### src/gop_pkg.sv
// constants and register map for the genlock output offset and preset block
package gop_pkg;
  // register byte offsets
  localparam logic [7:0] REG_VOFF    = 8'h00;
  localparam logic [7:0] REG_HOFF    = 8'h04;
  localparam logic [7:0] REG_PHASE   = 8'h08;
  localparam logic [7:0] REG_POS     = 8'h0c;
  localparam logic [7:0] REG_SIZE    = 8'h10;
  localparam logic [7:0] REG_ASPECT  = 8'h14;
  localparam logic [7:0] REG_BORDER  = 8'h18;
  localparam logic [7:0] REG_SHARP   = 8'h1c;
  localparam logic [7:0] REG_CMD     = 8'h20;
  localparam logic [7:0] REG_PSTAT   = 8'h24;
  localparam logic [7:0] REG_REFLEN  = 8'h28;
  // field positions
  localparam int POS_X_LSB     = 0;
  localparam int POS_Y_LSB     = 16;
  localparam int CMD_SLOT_LSB  = 0;
  localparam int CMD_SAVE_BIT  = 4;
  localparam int CMD_RECALL_BIT = 5;
  localparam int PST_SAVED_LSB = 0;
  localparam int PST_VALID_BIT = 8;
  localparam int PST_SLOT_LSB  = 9;
  localparam int REF_LINE_LSB  = 0;
  localparam int REF_FRAME_LSB = 16;
  // field widths
  localparam int COORD_W  = 12;
  localparam int ASPECT_W = 2;
  localparam int LEVEL_W  = 8;
  localparam int SLOT_W   = 3;
  localparam int NSLOT    = 8;
  localparam int VOFF_W   = 11;
  localparam int HOFF_W   = 12;
  localparam int PHASE_W  = 7;
  // permitted ranges
  localparam int VOFF_MIN  = -1000;
  localparam int VOFF_MAX  = 1000;
  localparam int HOFF_MIN  = -2000;
  localparam int HOFF_MAX  = 2000;
  localparam int PHASE_MIN = -35;
  localparam int PHASE_MAX = 35;
  // reset values
  localparam logic [VOFF_W-1:0]   VOFF_RST   = 11'h000;
  localparam logic [HOFF_W-1:0]   HOFF_RST   = 12'h000;
  localparam logic [PHASE_W-1:0]  PHASE_RST  = 7'h00;
  localparam logic [COORD_W-1:0]  COORD_RST  = 12'h000;
  localparam logic [ASPECT_W-1:0] ASPECT_RST = 2'h0;
  localparam logic [LEVEL_W-1:0]  LEVEL_RST  = 8'h00;
endpackage : gop_pkg

### src/gop_genlock_offset.sv
// genlock output timing offsets, fine phase trim and selection presets
//
// What this block does
// - zero offsets give output aligned to reference
// - same offsets on serial and composite outputs
// - vertical offset in lines, -1000 to 1000
// - negative vertical offset makes output lead reference
// - horizontal offset in clocks, -2000 to 2000
// - composite phase trim -35 to 35 ns
// - eight slots hold all five selection settings
// - recall replaces all five settings at once
// - save copies settings and marks slot saved
// - last saved or recalled slot is active
`timescale 1ns/100ps
`default_nettype none
module gop_genlock_offset
  import gop_pkg::*;
#(
  parameter int H_W = 13,  // reference line length counter width
  parameter int V_W = 12   // reference frame length counter width
) (
  input  wire logic                clk,
  input  wire logic                sys_rst,
  input  wire logic                ref_hsync,          // reference line sync, pin
  input  wire logic                ref_vsync,          // reference frame sync, pin
  input  wire logic [7:0]          avs_address,
  input  wire logic                avs_read,
  input  wire logic                avs_write,
  input  wire logic [31:0]         avs_writedata,
  input  wire logic [3:0]          avs_byteenable,
  output logic      [31:0]         avs_readdata,
  output logic                     avs_waitrequest,
  output logic                     sdi_line_start,
  output logic                     sdi_frame_start,
  output logic                     cvbs_line_start,
  output logic                     cvbs_frame_start,
  output logic signed [PHASE_W-1:0] cvbs_phase_ns,
  output logic      [COORD_W-1:0]  sel_pos_x,
  output logic      [COORD_W-1:0]  sel_pos_y,
  output logic      [COORD_W-1:0]  sel_width,
  output logic      [COORD_W-1:0]  sel_height,
  output logic      [ASPECT_W-1:0] sel_aspect,
  output logic      [LEVEL_W-1:0]  sel_border,
  output logic      [LEVEL_W-1:0]  sel_sharp,
  output logic      [NSLOT-1:0]    preset_saved,
  output logic                     preset_active_valid,
  output logic      [SLOT_W-1:0]   preset_active_slot
);

  // merge write data into an old word under the byte enables
  function automatic logic [31:0] be_merge(input logic [31:0] old, input logic [31:0] nw, input logic [3:0] be);
    logic [31:0] r;
    r = old;
    for (int i = 0; i < 4; i++) begin
      if (be[i]) begin
        r[8*i +: 8] = nw[8*i +: 8];
      end
    end
    return r;
  endfunction : be_merge

  // clamp a signed word into a range
  function automatic logic signed [31:0] clamp_s(input logic signed [31:0] v, input int lo, input int hi);
    logic signed [31:0] r;
    r = v;
    if (v < lo) begin
      r = lo;
    end else if (v > hi) begin
      r = hi;
    end
    return r;
  endfunction : clamp_s

  // ---------------- bus slave ----------------
  logic                     wr_go;            // write takes effect this edge
  logic                     rd_go;            // read data sampled this cycle
  logic signed [VOFF_W-1:0]  voff;            // vertical offset, lines
  logic signed [HOFF_W-1:0]  hoff;            // horizontal offset, clocks
  logic [31:0]              next_readdata;    // read mux
  logic [31:0]              old_word;         // current word at address
  logic [31:0]              wr_word;          // merged write word
  logic [SLOT_W-1:0]        cmd_slot;         // slot named by a command
  logic                     cmd_save;         // save strobe
  logic                     cmd_recall;       // recall strobe

  assign wr_go = avs_write && !avs_waitrequest;
  assign rd_go = avs_read && avs_waitrequest;

  // one wait cycle then a single ready cycle per request
  always_ff @(posedge clk) begin
    if (sys_rst) begin
      avs_waitrequest <= 1'b1;
    end else begin
      avs_waitrequest <= !((avs_read || avs_write) && avs_waitrequest);
    end
  end

  // reference measurement, declared early for the read mux
  logic [H_W-1:0] line_len;     // clocks per reference line
  logic [V_W-1:0] frame_len;    // lines per reference frame

  // read mux; unmapped addresses read zero
  always_comb begin
    old_word = 32'h0000_0000;
    unique case (avs_address)
      REG_VOFF:   old_word = 32'(signed'(voff));
      REG_HOFF:   old_word = 32'(signed'(hoff));
      REG_PHASE:  old_word = 32'(signed'(cvbs_phase_ns));
      REG_POS:    old_word = (32'(sel_pos_y) << POS_Y_LSB) | (32'(sel_pos_x) << POS_X_LSB);
      REG_SIZE:   old_word = (32'(sel_height) << POS_Y_LSB) | (32'(sel_width) << POS_X_LSB);
      REG_ASPECT: old_word = 32'(sel_aspect);
      REG_BORDER: old_word = 32'(sel_border);
      REG_SHARP:  old_word = 32'(sel_sharp);
      REG_PSTAT:  old_word = (32'(preset_active_slot) << PST_SLOT_LSB) |
                             (32'(preset_active_valid) << PST_VALID_BIT) |
                             (32'(preset_saved) << PST_SAVED_LSB);
      REG_REFLEN: old_word = (32'(frame_len) << REF_FRAME_LSB) | (32'(line_len) << REF_LINE_LSB);
      default:    old_word = 32'h0000_0000;  // command reads zero too
    endcase
    next_readdata = old_word;
    wr_word = be_merge(old_word, avs_writedata, avs_byteenable);
  end

  // read data registered in the wait cycle, stands in the ready cycle
  always_ff @(posedge clk) begin
    if (sys_rst) begin
      avs_readdata <= 32'h0000_0000;
    end else if (rd_go) begin
      avs_readdata <= next_readdata;
    end
  end

  // command decode, pulses only on the accepting edge
  assign cmd_slot   = wr_word[CMD_SLOT_LSB +: SLOT_W];
  assign cmd_save   = wr_go && (avs_address == REG_CMD) && wr_word[CMD_SAVE_BIT];
  assign cmd_recall = wr_go && (avs_address == REG_CMD) && wr_word[CMD_RECALL_BIT] && !wr_word[CMD_SAVE_BIT];

  // timing offsets, clamped on write, zero after reset
  always_ff @(posedge clk) begin
    if (sys_rst) begin
      voff          <= VOFF_RST;
      hoff          <= HOFF_RST;
      cvbs_phase_ns <= PHASE_RST;
    end else if (wr_go) begin
      if (avs_address == REG_VOFF) begin
        voff <= VOFF_W'(clamp_s(wr_word, VOFF_MIN, VOFF_MAX));
      end
      if (avs_address == REG_HOFF) begin
        hoff <= HOFF_W'(clamp_s(wr_word, HOFF_MIN, HOFF_MAX));
      end
      if (avs_address == REG_PHASE) begin
        cvbs_phase_ns <= PHASE_W'(clamp_s(wr_word, PHASE_MIN, PHASE_MAX));
      end
    end
  end

  // ---------------- presets ----------------
  logic [COORD_W-1:0]  slot_x [NSLOT];   // stored position x
  logic [COORD_W-1:0]  slot_y [NSLOT];   // stored position y
  logic [COORD_W-1:0]  slot_w [NSLOT];   // stored width
  logic [COORD_W-1:0]  slot_h [NSLOT];   // stored height
  logic [ASPECT_W-1:0] slot_a [NSLOT];   // stored aspect
  logic [LEVEL_W-1:0]  slot_b [NSLOT];   // stored border
  logic [LEVEL_W-1:0]  slot_s [NSLOT];   // stored sharpness

  // slot store; data needs no reset, the saved mask guards it
  always_ff @(posedge clk) begin
    if (cmd_save) begin
      slot_x[cmd_slot] <= sel_pos_x;
      slot_y[cmd_slot] <= sel_pos_y;
      slot_w[cmd_slot] <= sel_width;
      slot_h[cmd_slot] <= sel_height;
      slot_a[cmd_slot] <= sel_aspect;
      slot_b[cmd_slot] <= sel_border;
      slot_s[cmd_slot] <= sel_sharp;
    end
  end

  // active selection: direct writes or a whole-slot recall in one edge
  always_ff @(posedge clk) begin
    if (sys_rst) begin
      sel_pos_x  <= COORD_RST;
      sel_pos_y  <= COORD_RST;
      sel_width  <= COORD_RST;
      sel_height <= COORD_RST;
      sel_aspect <= ASPECT_RST;
      sel_border <= LEVEL_RST;
      sel_sharp  <= LEVEL_RST;
    end else if (cmd_recall) begin
      // recall of a never-saved slot still loads, software checks the mask
      sel_pos_x  <= slot_x[cmd_slot];
      sel_pos_y  <= slot_y[cmd_slot];
      sel_width  <= slot_w[cmd_slot];
      sel_height <= slot_h[cmd_slot];
      sel_aspect <= slot_a[cmd_slot];
      sel_border <= slot_b[cmd_slot];
      sel_sharp  <= slot_s[cmd_slot];
    end else if (wr_go) begin
      unique case (avs_address)
        REG_POS: begin
          sel_pos_x <= wr_word[POS_X_LSB +: COORD_W];
          sel_pos_y <= wr_word[POS_Y_LSB +: COORD_W];
        end
        REG_SIZE: begin
          sel_width  <= wr_word[POS_X_LSB +: COORD_W];
          sel_height <= wr_word[POS_Y_LSB +: COORD_W];
        end
        REG_ASPECT: sel_aspect <= wr_word[ASPECT_W-1:0];
        REG_BORDER: sel_border <= wr_word[LEVEL_W-1:0];
        REG_SHARP:  sel_sharp  <= wr_word[LEVEL_W-1:0];
        default: ;  // other words hold no selection state
      endcase
    end
  end

  // saved mask and active flag; save wins over recall in one word
  always_ff @(posedge clk) begin
    if (sys_rst) begin
      preset_saved        <= '0;
      preset_active_valid <= 1'b0;
      preset_active_slot  <= '0;
    end else begin
      if (cmd_save) begin
        preset_saved[cmd_slot] <= 1'b1;
      end
      if (cmd_save || cmd_recall) begin
        preset_active_valid <= 1'b1;
        preset_active_slot  <= cmd_slot;
      end
    end
  end

  // ---------------- reference timing ----------------
  logic [1:0]     hs_sync;    // line sync synchroniser
  logic [1:0]     vs_sync;    // frame sync synchroniser
  logic           hs_last;    // previous synchronised line sync
  logic           vs_last;    // previous synchronised frame sync
  logic           vs_seen;    // frame edge pending for next line edge
  logic [H_W-1:0] h_cnt;      // clocks since reference line edge
  logic [V_W-1:0] v_cnt;      // lines since reference frame edge
  logic           hs_rise;    // reference line edge
  logic [H_W-1:0] tgt_h;      // output line start position
  logic [V_W-1:0] tgt_v;      // output frame start line
  logic [V_W-1:0] tgt_v_eff;  // frame start line after horizontal wrap
  logic           hit_line;   // output line start due
  logic           hit_frame;  // output frame start due

  // two-stage synchronisers, first stage read only by second
  always_ff @(posedge clk) begin
    if (sys_rst) begin
      hs_sync <= 2'h0;
      vs_sync <= 2'h0;
      hs_last <= 1'b0;
      vs_last <= 1'b0;
    end else begin
      hs_sync <= {hs_sync[0], ref_hsync};
      vs_sync <= {vs_sync[0], ref_vsync};
      hs_last <= hs_sync[1];
      vs_last <= vs_sync[1];
    end
  end

  assign hs_rise = hs_sync[1] && !hs_last;

  // line and frame counters locked to reference edges
  always_ff @(posedge clk) begin
    if (sys_rst) begin
      h_cnt     <= '0;
      v_cnt     <= '0;
      vs_seen   <= 1'b0;
      line_len  <= '0;
      frame_len <= '0;
    end else begin
      if (vs_sync[1] && !vs_last) begin
        vs_seen <= 1'b1;
      end
      if (hs_rise) begin
        h_cnt    <= '0;
        line_len <= h_cnt + H_W'(1);
        if (vs_seen || (vs_sync[1] && !vs_last)) begin
          // frame edge counted from the next line edge
          v_cnt     <= '0;
          frame_len <= v_cnt + V_W'(1);
          vs_seen   <= 1'b0;
        end else begin
          v_cnt <= v_cnt + V_W'(1);
        end
      end else begin
        h_cnt <= h_cnt + H_W'(1);
      end
    end
  end

  // targets: positive delays, negative wraps back one line or frame
  always_comb begin
    tgt_h = H_W'(hoff);
    if (hoff < 0) begin
      tgt_h = line_len + H_W'(hoff);
    end
    tgt_v = V_W'(voff);
    if (voff < 0) begin
      tgt_v = frame_len + V_W'(voff);
    end
    tgt_v_eff = tgt_v;
    if (hoff < 0) begin
      tgt_v_eff = (tgt_v == '0) ? frame_len - V_W'(1) : tgt_v - V_W'(1);
    end
    hit_line  = (line_len != '0) && (h_cnt == tgt_h);
    hit_frame = hit_line && (frame_len != '0) && (v_cnt == tgt_v_eff);
  end

  // both outputs driven from the same decode, so they never drift apart
  always_ff @(posedge clk) begin
    if (sys_rst) begin
      sdi_line_start   <= 1'b0;
      sdi_frame_start  <= 1'b0;
      cvbs_line_start  <= 1'b0;
      cvbs_frame_start <= 1'b0;
    end else begin
      sdi_line_start   <= hit_line;
      sdi_frame_start  <= hit_frame;
      cvbs_line_start  <= hit_line;
      cvbs_frame_start <= hit_frame;
    end
  end

  // ---------------- checks ----------------
  AST_ALIGN_ZERO: assert property (@(posedge clk) disable iff (sys_rst)
    (voff == 0 && hoff == 0 && line_len != '0 && h_cnt == '0) |=> sdi_line_start)
    else $error("zero offsets not aligned");
  AST_SAME_OUT: assert property (@(posedge clk) disable iff (sys_rst)
    sdi_line_start == cvbs_line_start && sdi_frame_start == cvbs_frame_start)
    else $error("outputs differ");
  AST_VOFF_RANGE: assert property (@(posedge clk) disable iff (sys_rst)
    voff >= VOFF_MIN && voff <= VOFF_MAX)
    else $error("vertical offset out of range");
  AST_LEAD: assert property (@(posedge clk) disable iff (sys_rst)
    (voff == -1 && hoff >= 0 && frame_len != '0) |-> tgt_v == frame_len - V_W'(1))
    else $error("minus one line not leading");
  AST_HOFF_POS: assert property (@(posedge clk) disable iff (sys_rst)
    (hoff > 0 && line_len != '0 && h_cnt == H_W'(hoff)) |=> sdi_line_start)
    else $error("horizontal offset misplaced");
  AST_PHASE: assert property (@(posedge clk) disable iff (sys_rst)
    cvbs_phase_ns >= PHASE_MIN && cvbs_phase_ns <= PHASE_MAX)
    else $error("phase out of range");
  AST_RECALL: assert property (@(posedge clk) disable iff (sys_rst)
    cmd_recall |=> sel_aspect == $past(slot_a[cmd_slot]) && sel_width == $past(slot_w[cmd_slot]))
    else $error("recall incomplete");
  AST_SAVE: assert property (@(posedge clk) disable iff (sys_rst)
    cmd_save |=> preset_saved[$past(cmd_slot)] && slot_b[$past(cmd_slot)] == $past(sel_border))
    else $error("save not stored");
  AST_ACTIVE: assert property (@(posedge clk) disable iff (sys_rst)
    (cmd_save || cmd_recall) |=> preset_active_valid && preset_active_slot == $past(cmd_slot))
    else $error("active slot wrong");
  AST_RST_ZERO: assert property (@(posedge clk)
    sys_rst |=> voff == 0 && hoff == 0 && cvbs_phase_ns == 0)
    else $error("offsets not zero after reset");
  AST_WAIT_ONE: assert property (@(posedge clk) disable iff (sys_rst)
    !avs_waitrequest |=> avs_waitrequest)
    else $error("ready held too long");
  COV_SAVE: cover property (@(posedge clk) disable iff (sys_rst) cmd_save);
  COV_RECALL: cover property (@(posedge clk) disable iff (sys_rst) cmd_save ##[1:50] cmd_recall);
  COV_FRAME: cover property (@(posedge clk) disable iff (sys_rst) sdi_frame_start && voff < 0);

endmodule : gop_genlock_offset
`default_nettype wire

### config.mk
export PLATFORM = sky130hd
export DESIGN_NAME = gop_genlock_offset
export DESIGN_NICKNAME = d
export VERILOG_FILES = /design/src/gop_pkg.sv /design/src/gop_genlock_offset.sv
export SDC_FILE = /design/constraint.sdc
export NUM_CORES = 1
export LEC_CHECK = 0
export BUFFER_PORTS_ARGS = -buffer_cell sky130_fd_sc_hd__buf_2
export CORE_UTILIZATION = 31
export DETAILED_ROUTE_END_ITERATION = 8
export SLEW_MARGIN = 10
export SYNTH_ARGS = -nofsm -noshare
export SYNTH_HDL_FRONTEND = slang
export SYNTH_SLANG_ARGS = --single-unit
### constraint.sdc
create_clock -name clk -period 9.8 [get_ports clk]
set_clock_uncertainty 0.2 [all_clocks]
set_input_delay 0.98 -clock clk [delete_from_list [all_inputs] [get_ports clk]]
set_output_delay 0.98 -clock clk [all_outputs]
set_load 0.1 [all_outputs]
==> metrics list <==
- Across the VDD grid, the largest voltage drop is around 0.15 mV.
- Clock tree from TritonCTS: done
- The root buffer cell chosen for the clock tree is clkbuf_16.
- Hold Worst Slack: 0.245 ns
- Number of cells produced by synthesis: around 2,400
- Buffers placed on the I/O ports in this run total approximately 170.
* WP data arrival: about 6.3 ns
- After clock tree synthesis, the repair step resized 0 gates.
- Summing every instance area after synthesis gives about 0.032 sq mm.
* Period utilization: between 60% and 70%
- Post-CTS Hold Buffers: 0
- For this run, the number of Yosys warnings is 0.
- When the netlist entered floorplanning its net count stood at around 2,500.
- Static power due to leakage: around 12 nW
* Top library cells by usage in the layout, fill and taps aside: 528 x edfxtp_1, 216 x nor2_1, 194 x dfxtp_1
* RSZ-0062 raised after global routing: false
- Global routing used 19.5% of the available tracks across all layers.
- Setup violations remaining at the end of the flow were counted as 0.
- Detailed placement finished with a half-perimeter wire length of roughly 70,000 um.
- First-pass GRT wire length: about 150,000 um
- For the worst flop-to-flop path, the logic depth is 20.
- The worst pin sits at a relative slew slack of 9.19%.
* Core footprint: a little over 0.1 sq mm
- The number of pins exceeding their max-slew limit in the final report was 0.
* Wire per inst: around 26 um
- DIE HEIGHT: 323 um
- Antenna violations before repair: 17
* Worst Tran Pin Value: 1.33 ns
- Sequential cells were found to cover between 60 and 70% of the synthesized design area.
- Top cells by area in the synthesized netlist: edfxtp_1 50%, dfxtp_1 12%, mux2i_1 5.2%
* Maximum net fanout on the critical path: roughly 110
- After synthesis, the largest area contributor takes up 49.6% of total cell area.
* Avg Inst Size Synth: around 13 sq um
- Layout cell share with drive strength beyond 1: approximately 19%
- Maximum buffer depth of the clock tree: 3
- Number of flops mapped to enable cells by yosys: between 500 and 600
- After detailed routing, the total wire length is a little over 100,000 um.
- Final-stage net count: 2,638
- The initial utilization of the core area, before any placement, comes to between 30% and 40%.
- Worst hold path depth: 1
* First-iteration detailed-routing DRC count: between 2,000 and 2,500
- Boundary Pins: between 150 and 200
- Clock-pin slew on the worst setup and hold paths: roughly 0.06 ns
- The detail route stage leaves a number of antenna-violating nets equal to 0.
* Most instantiated flip-flop cell in the synthesis netlist: edfxtp_1
- Entering global routing, the biggest net connects around 120 pins.
- For this run, the top clock speed supported by timing is 166 MHz.
* DRC violation count after routing: 0
* Global-route congestion overflow total: 0
- Floorplan die area: around 0.10 sq mm
* Total negative slack: 0 ns
- The count of endpoints failing hold in the final timing report is 0.
* Startpoint types: primary input
- Share of the core filled with cells: approximately 36%
* Fill count: 9,885
- Compared with the post-synthesis result, the final layout area differs by 15.8%.
- Data on the critical path is required at its endpoint by roughly 10 ns.
- Placement Rows: about 120
- Yosys mapped the design onto around 110 distinct sky130hd cell types.
- The clock tree synthesis step divided the H-tree into 3 levels.
- The final route contains between 20,000 and 25,000 vias.
* Number of sinks handled by clock tree synthesis: between 700 and 800
- Clk_lat worst skew: ~0.67 ns
- WS Path Type: in2reg
- Die width: 323 um
- Kind of end point of the critical path: flip-flop
- The min-delay analysis places its worst path in the category reg2reg.
* Biggest area consumer among synthesized cells: edfxtp_1
- Total setup buffers inserted after CTS: 0
- The run finished with clean final reports.
- Proportion of register bits with asynchronous set or reset after synthesis: 0%
* Seq cells post-synth: ~720
- Routability-driven placement finished with a final weighted congestion of 0.942.
* Via count of the first global-routing pass: ~20,000
- The clock period could shrink to roughly 6 ns.
- Clock tree synthesis inserted a total of slightly below 80 buffers.
* Maximum capacitance violations: 0
- The library cell used most frequently in the layout, excluding fill and tap cells, is edfxtp_1.
- The first detailed-routing pass took 5 iterations.
* Power density normalized to cell area: between 150 and 200 mW/mm^2
- In the routed layout, each cell is associated on average with a via count of ~5.5.
Yosys cell counts, types with 12 or more instances:
cell type  number
nand2b_1       29
buf_2          46
mux4_2         63
ha_1           26
nor2b_1        15
dfxtp_1       194
a22o_1         21
and3_1         29
nand4_1        19
a22oi_1        18
a21oi_1        70
clkbuf_1       92
and2_1         13
mux2_2         12
buf_4          15
nor4_1         19
xnor2_1        47
a31oi_1        13
inv_1          27
o21ai_0        47
nand3_1        49
nor2_1        225
nor3_1        101
o22ai_1        73
mux2i_1       166
xor2_1         18
edfxtp_1      528
nand2_1       103
a211oi_1      146
stage by stage:
step | setup WS [ns] | cell area (sq um) | power (W) | cells
final | 3.77 | 37000 | 0.00682 | 3993
after global routing | 3.44 | 37000 | 0.00701 | 3991
after CTS | 3.83 | 37000 | 0.00686 | 3989
after detailed placement | 3.17 | 34200 | 0.00369 | 3848
after global placement | 3.28 | 34200 | 0.00369 | 3848
after floorplan | 3.38 | 31900 | 0.00358 | 2428
worst max-delay path, cell delays in order:
cell	delay, ns
buf_2	0.42
nor2b_1	0.60
a22oi_1	0.22
o22ai_1	0.22
a21oi_1	0.20
mux2i_4	0.27
buf_12	0.63
buf_4	0.78
buf_4	0.86
mux4_2	0.60
a211oi_1	0.28
nor3_1	0.08
routing by layer:
| metal | global-route usage (%) | part of all wire (%) | wire length [um] | vias to the layer above |
|---|---|---|---|---|
| met5 | 0 | 0.13 | 135 | - |
| met4 | 5.10 | 2.5 | 2580 | 20 |
| met3 | 5.40 | 10 | 10700 | 181 |
| met2 | 28.5 | 43 | 44400 | 1003 |
| met1 | 28.1 | 44 | 45400 | 11100 |
| li1 | - | - | - | 9744 |
where the power goes:
part	total, W	leakage, nW	switching [W]	internal, W
clock network	0.00319	1.37	0.00128	0.00190
logic	0.000367	4.76	0.000266	0.000101
registers	0.00327	5.51	0.0000186	0.00325
total	0.00682	11.6	0.00157	0.00525
sequential cells by signal, summed over array words and instances, names as in the netlist, 13 cells and up:
name          count
avs_readdata     26
slot_h           96
h_cnt            13
slot_x           96
slot_a           16
slot_s           64
line_len         13
slot_w           96
slot_y           96
slot_b           64
area by class of cell:
type / count / area, sq um / share of cell area, %
clock buffers: 95 / 2080 / 5.61
flip-flops and latches: 722 / 19700 / 53.4
diodes: 4 / 10.0 / 0.0271
well taps: 1368 / 1710 / 4.63
repair buffers: 221 / 1250 / 3.38
inverters: 28 / 105 / 0.284
multi-input cells: 1509 / 11400 / 30.7
clock inverters: 46 / 714 / 1.93
cell families after synthesis:
| group | after synthesis | share of synthesized area, % |
|---|---|---|
| adders and majority gates | 28 | 1.14 |
| muxes | 244 | 10.2 |
| buffers and inverters | 197 | 2.95 |
| DFF | 722 | 61.8 |
| xor gates and xnor gates | 65 | 1.78 |
| and+or+nand+nor | 653 | 10.3 |
| AOI/OAI and AO/OA | 519 | 11.9 |
path summary, 6_finish.rpt:
path             startpoint                to  slack [ns]
min reg2reg      hs_sync[0]        hs_sync[1]        0.25
min              hs_sync[0]        hs_sync[1]        0.25
max reg2reg    frame_len[0]  cvbs_frame_start        4.18
max          avs_address[3]     sel_height[1]        3.77
Note: power is estimated with default switching activity, not from simulation.
